==> config.mk <==
export PLATFORM = sky130hd
export DESIGN_NAME = mpi_mute_irq
export DESIGN_NICKNAME = d
export VERILOG_FILES = /design/src/verilog/mpi_pkg.sv /design/src/verilog/mpi_edge_if.sv /design/src/verilog/mpi_edge_det.sv /design/src/verilog/mpi_mute_irq.sv
export VERILOG_INCLUDE_DIRS = /design/src /design/src/verilog
export SDC_FILE = /design/constraint.sdc
export NUM_CORES = 1
export LEC_CHECK = 0
export BUFFER_PORTS_ARGS = -buffer_cell sky130_fd_sc_hd__buf_2
export CAP_MARGIN = 20
export CORE_MARGIN = 2
export CORE_UTILIZATION = 48
export DETAILED_ROUTE_END_ITERATION = 6
export PLACE_DENSITY = 0.84
export SYNTH_ARGS = -nofsm -noshare
export SYNTH_HDL_FRONTEND = slang
export SYNTH_SLANG_ARGS = --single-unit
==> constraint.sdc <==
create_clock -name clk_in -period 1.65 [get_ports clk_in]
set_clock_uncertainty 0.15 [all_clocks]
set_input_delay 0 -clock clk_in [delete_from_list [all_inputs] [get_ports clk_in]]
set_output_delay 0 -clock clk_in [all_outputs]
set_load 0.03 [all_outputs]
==> src/verilog/mpi_defines.svh <==
`ifndef MPI_DEFINES_SVH
`define MPI_DEFINES_SVH

// Number of audio serial ports and shared serial source pins.
`define MPI_NUM_PORTS 3
`define MPI_NUM_PINS 7
`define MPI_SEL_W 3

// Source selector code that forces the mute input to zero.
`define MPI_SEL_ZERO 3'h0

// Event type numbers raised towards the CPU, one per port.
`define MPI_EVT_PORT0 5'h1a
`define MPI_EVT_PORT1 5'h1b
`define MPI_EVT_PORT2 5'h1c
`define MPI_EVT_W 5

// Least pulse width of the external source, in engine clock cycles.
`define MPI_MIN_PULSE_CYC 2

`endif

==> src/verilog/mpi_pkg.sv <==
`include "mpi_defines.svh"

package mpi_pkg;

	typedef logic [`MPI_SEL_W-1:0] mpi_sel_t;
	typedef logic [`MPI_NUM_PINS-1:0] mpi_pins_t;
	typedef logic [`MPI_EVT_W-1:0] mpi_evt_num_t;

	typedef struct packed
	{
		logic sync1;
		logic sync2;
		logic last;
		logic edge_evt;
	} mpi_det_state_t;

	typedef struct packed
	{
		logic [`MPI_NUM_PINS-1:0]  pin_sync1;
		logic [`MPI_NUM_PINS-1:0]  pin_sync2;
		logic [`MPI_NUM_PORTS-1:0] evt;
		logic [`MPI_NUM_PORTS-1:0] mute_level;
		logic [`MPI_NUM_PORTS-1:0] mute_drive;
	} mpi_top_state_t;

endpackage

==> src/verilog/mpi_edge_if.sv <==
`timescale 1ns/10ps

// Carries one selected mute level into the edge detector and its event back.
interface mpi_edge_if;
	logic level;
	logic edge_evt;
	logic sampled;

	modport top
	(
		output level,
		input  edge_evt,
		input  sampled
	);

	modport det
	(
		input  level,
		output edge_evt,
		output sampled
	);
endinterface

==> src/verilog/mpi_edge_det.sv <==
`timescale 1ns/10ps

// Synchronises one mute input and pulses on every change of its level.
module mpi_edge_det
	import mpi_pkg::*;
(
	// Clock and reset
	input  wire logic clk_in,
	input  wire logic srst_in,
	// Source and event
	mpi_edge_if.det   edge_if
);

	mpi_det_state_t state_reg;
	mpi_det_state_t state_next;

	always_comb
	begin
		state_next          = state_reg;
		state_next.sync1    = edge_if.level;
		state_next.sync2    = state_reg.sync1;
		state_next.last     = state_reg.sync2;
		// Both directions count; nothing is held beyond this cycle.
		state_next.edge_evt = state_reg.sync2 ^ state_reg.last;
	end

	always_ff @(posedge clk_in)
	begin
		if (srst_in)
			state_reg <= '0;
		else
			state_reg <= state_next;
	end

	assign edge_if.edge_evt = state_reg.edge_evt;
	assign edge_if.sampled  = state_reg.sync2;

endmodule

==> src/verilog/mpi_mute_irq.sv <==
`timescale 1ns/10ps

// Overview of operation
// - Ports 0, 1 and 2 raise event types 26, 27 and 28 respectively.
// - Both rising and falling edges of the selected mute input are events.
// - A detected edge is never stored in a flag; it is a one-cycle pulse only.
// - Each port's mute event is ORed with its transmit and receive error events.
// - Selector code 000 forces zero; codes 001 to 111 pick one of seven pins.
// - Software clears the mute input enable so the mute output is not driven.
module mpi_mute_irq
	import mpi_pkg::*;
(
	// Clock and reset
	input  wire logic                        clk_in,
	input  wire logic                        srst_in,
	// Shared serial pins and per-port source selection
	input  wire logic [`MPI_NUM_PINS-1:0]    pins_in,
	input  wire logic [`MPI_SEL_W-1:0]       port0_mute_source_sel_in,
	input  wire logic [`MPI_SEL_W-1:0]       port1_mute_source_sel_in,
	input  wire logic [`MPI_SEL_W-1:0]       port2_mute_source_sel_in,
	// Port error events and mute control
	input  wire logic [`MPI_NUM_PORTS-1:0]   tx_err_evt_in,
	input  wire logic [`MPI_NUM_PORTS-1:0]   rx_err_evt_in,
	input  wire logic [`MPI_NUM_PORTS-1:0]   mute_input_enable_in,
	// Combined events towards the DMA accelerator, mute levels and mute output controls
	output logic      [`MPI_NUM_PORTS-1:0]   combined_error_event_out,
	output logic      [`MPI_NUM_PORTS-1:0]   mute_level_out,
	output logic      [`MPI_NUM_PORTS-1:0]   mute_output_control_out
);

	// Pins are raw asynchronous inputs, so each one passes two flip-flops before the mux reads it.
	// Selector changes are quasi-static and may cause one spurious event.
	mpi_top_state_t            state_reg;
	mpi_top_state_t            state_next;
	logic [`MPI_NUM_PORTS-1:0] det_evt;
	logic [`MPI_NUM_PORTS-1:0] det_lvl;

	// Picks the mute source; code zero gives a constant low.
	function automatic logic sel_source
	(
		input mpi_sel_t  sel,
		input mpi_pins_t pins
	);
		logic r;
		r = 1'b0;
		case (sel)
			`MPI_SEL_ZERO:
				r = 1'b0;
			3'h1:
				r = pins[0];
			3'h2:
				r = pins[1];
			3'h3:
				r = pins[2];
			3'h4:
				r = pins[3];
			3'h5:
				r = pins[4];
			3'h6:
				r = pins[5];
			3'h7:
				r = pins[6];
			default:
				r = 1'b0;
		endcase
		return r;
	endfunction

	// Merges one port's mute edge with its transmit and receive error events.
	function automatic logic combine_event
	(
		input logic mute_evt,
		input logic tx_evt,
		input logic rx_evt
	);
		logic r;
		r = mute_evt | tx_evt | rx_evt;
		return r;
	endfunction

	// The mute output follows the level only while its enable is set.
	function automatic logic gate_mute
	(
		input logic level,
		input logic enable
	);
		logic r;
		r = level & enable;
		return r;
	endfunction

	// Port 0 raises event type 26 on output bit 0.
	mpi_edge_if port0_if ();

	assign port0_if.level = sel_source(port0_mute_source_sel_in, state_reg.pin_sync2);
	assign det_evt[0]     = port0_if.edge_evt;
	assign det_lvl[0]     = port0_if.sampled;

	mpi_edge_det u_port0_det
	(
		.clk_in  (clk_in),
		.srst_in (srst_in),
		.edge_if (port0_if)
	);

	// Port 1 raises event type 27 on output bit 1.
	mpi_edge_if port1_if ();

	assign port1_if.level = sel_source(port1_mute_source_sel_in, state_reg.pin_sync2);
	assign det_evt[1]     = port1_if.edge_evt;
	assign det_lvl[1]     = port1_if.sampled;

	mpi_edge_det u_port1_det
	(
		.clk_in  (clk_in),
		.srst_in (srst_in),
		.edge_if (port1_if)
	);

	// Port 2 raises event type 28 on output bit 2.
	mpi_edge_if port2_if ();

	assign port2_if.level = sel_source(port2_mute_source_sel_in, state_reg.pin_sync2);
	assign det_evt[2]     = port2_if.edge_evt;
	assign det_lvl[2]     = port2_if.sampled;

	mpi_edge_det u_port2_det
	(
		.clk_in  (clk_in),
		.srst_in (srst_in),
		.edge_if (port2_if)
	);

	always_comb
	begin
		state_next               = state_reg;
		state_next.pin_sync1     = pins_in;
		state_next.pin_sync2     = state_reg.pin_sync1;
		// Each port's mute edge is ORed with both error sources, never stored.
		state_next.evt[0]        = combine_event(det_evt[0], tx_err_evt_in[0], rx_err_evt_in[0]);
		state_next.evt[1]        = combine_event(det_evt[1], tx_err_evt_in[1], rx_err_evt_in[1]);
		state_next.evt[2]        = combine_event(det_evt[2], tx_err_evt_in[2], rx_err_evt_in[2]);
		state_next.mute_level    = det_lvl;
		// Mute output only follows the input while software keeps it enabled.
		state_next.mute_drive[0] = gate_mute(det_lvl[0], mute_input_enable_in[0]);
		state_next.mute_drive[1] = gate_mute(det_lvl[1], mute_input_enable_in[1]);
		state_next.mute_drive[2] = gate_mute(det_lvl[2], mute_input_enable_in[2]);
	end

	always_ff @(posedge clk_in)
	begin
		if (srst_in)
			state_reg <= '0;
		else
			state_reg <= state_next;
	end

	assign combined_error_event_out = state_reg.evt;
	assign mute_level_out           = state_reg.mute_level;
	assign mute_output_control_out  = state_reg.mute_drive;

endmodule

==> implementation parameters <==
Parameter                              Value

Route
  Final ANT Viol Nets ... 0
  Total DRC errors in the routed layout ... 0
  Count of vias placed by the detailed router ... between 800 and 900
  Detailed-routing iteration count for the pre-antenna-repair pass ... 4
  Total Wirelength ... around 2100 um
  First DRT Iteration DRCs ... 8
  Average wire length per cell after detail routing ... around 11 um
  Vias/cell ... 4.70

Critical path
  Cells traversed along the worst timing path ... dlygate4sd3_1 -> clkbuf_4 -> nor2b_1 -> dlygate4sd3_1
  Critical setup path kind ... in -> reg
  Cell class contributing the biggest share of worst-path delay ... buffers and inverters
  CP arrival ... 1510 ps
  Critical-path top delay cell ... dlygate4sd3_1
  Highest fanout seen on the critical path ... 29
  Category of the worst setup path launch point ... primary input
  Worst endpoint required time ... between 1500 and 2000 ps
  Delay of the slowest critical-path stage ... ~570 ps
  Crit path buffers/inverters ... 3
  CP endpoint kind ... flip-flop
  Most used cell along the critical path ... dlygate4sd3_1

Finish
  FF/Latch Area ... 641 um^2
  Synth-to-Final Area Change ... 45.5%
  Total Nets Final ... 188
  Fill cells ... 164
  Antenna diode count ... 0
  Layout cells sized above 1 ... 29.2%
  Total area of multi-input combinational cells ... 398 um^2

Job
  Maxcap violations ... 0

Timing
  Actual slew at the worst max-slew pin ... 322 ps
  Time the final worst path needs with I/O delays and setup ... 1450 ps
  Relative slew slack ... approximately four fifths
  Final worst path period share ... roughly nine tenths
  Post-route worst setup slack ... 198 ps
  Final setup violation count ... 0
  Worst hold slack after final layout ... 253 ps
  Final Slew Violations ... 0
  Unrepaired setup endpoints after global routing ... false
  Maximum frequency from static timing analysis ... ~700 MHz
  Sum of negative setup slack ... 0 ps
  Hold Vio Cnt, Final ... 0

Clocking
  Total clock buffers created by CTS ... 5
  Clock tree buffer depth ... 2
  # clock sinks ... 32
  Clock-pin transition on the worst setup and hold timing paths ... 80 ps
  Insertion delay to the later sink of the worst-skew pair ... 310 ps
  TritonCTS clock tree ... built
  Total setup buffers inserted after CTS ... 0
  Clock root buffer master ... clkbuf_4
  Maximum level of the CTS H-tree ... 2

Yosys
  Area fraction in compound gates after synthesis ... 4.52%
  Syn Area/Cell ... 11.5 um^2
  Largest family of logic cells by synthesized area ... simple AND/OR/NAND/NOR gates
  Post-Synth XOR/XNOR Area ... 2.32%
  Area share of and/or/nand/nor cells after synthesis ... 18.3%
  #FFs+latches synth ... 32
  Share of synthesized cell area in full adder, half adder and majority cells ... 0%
  Number of distinct library cells after synthesis ... 17
  Syn. warnings ... 0
  Part of the Yosys area used for sequential elements ... 56.4%
  Multiplexer share of the synthesized area ... 9.92%
  Instance count of the mapped netlist ... 99
  Post-synthesis cell area ... around 0.0011 mm^2
  Syn_nets ... 126

Floorplan
  # rows ... 17
  Overall die area ... 0.00277 mm^2
  Height of the die ... 52.6 um
  Floorplan die width ... 52.6 um
  I/O pin count ... 36
  Effective utilization at floorplan ... 50.8%
  Core Footprint ... 0.00223 mm^2

Global route
  Number of antenna violations at the first check in global routing ... 0
  Largest net degree at the start of global routing ... 30
  Wire length of the first global-routing pass ... ~3300 um
  Combined global-route utilization of all metal layers ... 17.7%
  Grt ovf ... 0
  Vias in the first global route ... 894

Power and ir drop
  Maximum resistive drop on vdd ... 772 uV
  P per Cell Area ... about 900 mW/mm^2
  Total power ... 1460 uW
  Leakage ... 0.000757 uW

Status
  Run status ... finished clean

Worst hold path
  Hold Crit Class ... in -> reg

Placement
  Place WS ... 387 ps
  Final HPWL from detailed placement ... around 1300 um
  Routability congestion estimate ... approximately 0.75
  # port buffers ... 35
synth_stat cells:
master / number / area (um^2)
and2b_1: 1 / 7.51
buf_4: 9 / 67.6
mux2_2: 3 / 33.8
and2_1: 3 / 18.8
a221oi_1: 1 / 8.76
inv_1: 4 / 15.0
mux4_1: 3 / 78.8
clkbuf_1: 1 / 3.75
nand2_1: 2 / 7.51
nor3_1: 4 / 20.0
dfxtp_1: 32 / 641
nor2_1: 6 / 22.5
nor2b_1: 21 / 131
a31oi_1: 2 / 12.5
buf_2: 2 / 10.0
xnor2_1: 3 / 26.3
a221oi_2: 2 / 30.0
worst paths after layout:
check / start / endpoint / slack, ps / cells past startpoint
min: mute_input_enable_in[2] / mute_output_control_out[2] / 250 / 3
max reg2reg: u_port1_det.edge_if.edge_evt / combined_error_event_out[1] / 280 / 3
max: srst_in / state_next[14] / 200 / 4
min reg2reg: state_next[12] / state_reg[12] / 290 / 1
through the flow:
step                      area [um^2]  utilization [%]  instances
after floorplan                  1130                -         99
final                            1650             73.9        189
after detailed placement         1260             56.6        150
after global placement           1260             56.6        150
after global routing             1650             73.9        189
after CTS                        1650             73.8        189
what timing repair did:
item	4_1_cts	5_1_grt
gates resized for setup	0	1
endpoints found under the hold margin	25	0
hold buffers	32	0
endpoints found under the setup margin	0	2
worst reg2reg max path, stage by stage (launching register included):
cell           delay [ps]
dfxtp_1               310
nor3_1                170
dlygate4sd3_1         590
nor2_1                 40
cells in the final DEF, fill, tap and decap left out:
cell type / synthesis / layout
dfxtp_1: 32 / 32
nor2b_1: 21 / 21
and2b_1: 1 / 1
xnor2_1: 3 / 3
mux2_2: 3 / 3
buf_2: 2 / 34
nor2_1: 6 / 6
a221oi_1: 1 / 1
nor3_1: 4 / 4
a31oi_1: 2 / 2
dlygate4sd3_1: 0 / 32
and2_1: 3 / 3
clkbuf_4: 0 / 6
a221oi_2: 2 / 2
inv_1: 4 / 4
clkbuf_8: 0 / 2
nand2_1: 2 / 2
mux4_1: 3 / 3
where the power goes:
part | leakage (uW) | switching, uW | internal (uW)
Sequential | 0.000263 | 11.5 | 805
Clock | 0.0000374 | 224 | 241
Combinational | 0.000457 | 69.9 | 112
Total | 0.000757 | 305 | 1160
kinds of logic (layout without fill, tap and decap cells):
family,Yosys count,count (layout)
flip-flops,32,32
AO/OA/AOI/OAI,5,5
AND/OR/NAND/NOR,37,37
multiplexers,6,6
buffers and inverters,16,78
XOR/XNOR,3,3
routing by layer:
layer | wire [um] | vias to the layer above | GRT usage, %
met5 | 0 | - | 0
met4 | 64 | 0 | 8.97
met3 | 136 | 7 | 8.57
met1 | 767 | 401 | 12.9
li1 | - | 440 | -
met2 | 1130 | 41 | 35.8
area by class of cell:
type | instances | share of cell area (%)
inverter | 4 | 0.909
multi-input combinational | 51 | 24.1
sequential | 32 | 38.8
timing repair buffer | 67 | 30.2
clock buffer | 7 | 3.94
tap | 28 | 2.12
Power figures use the tool's default switching activity.
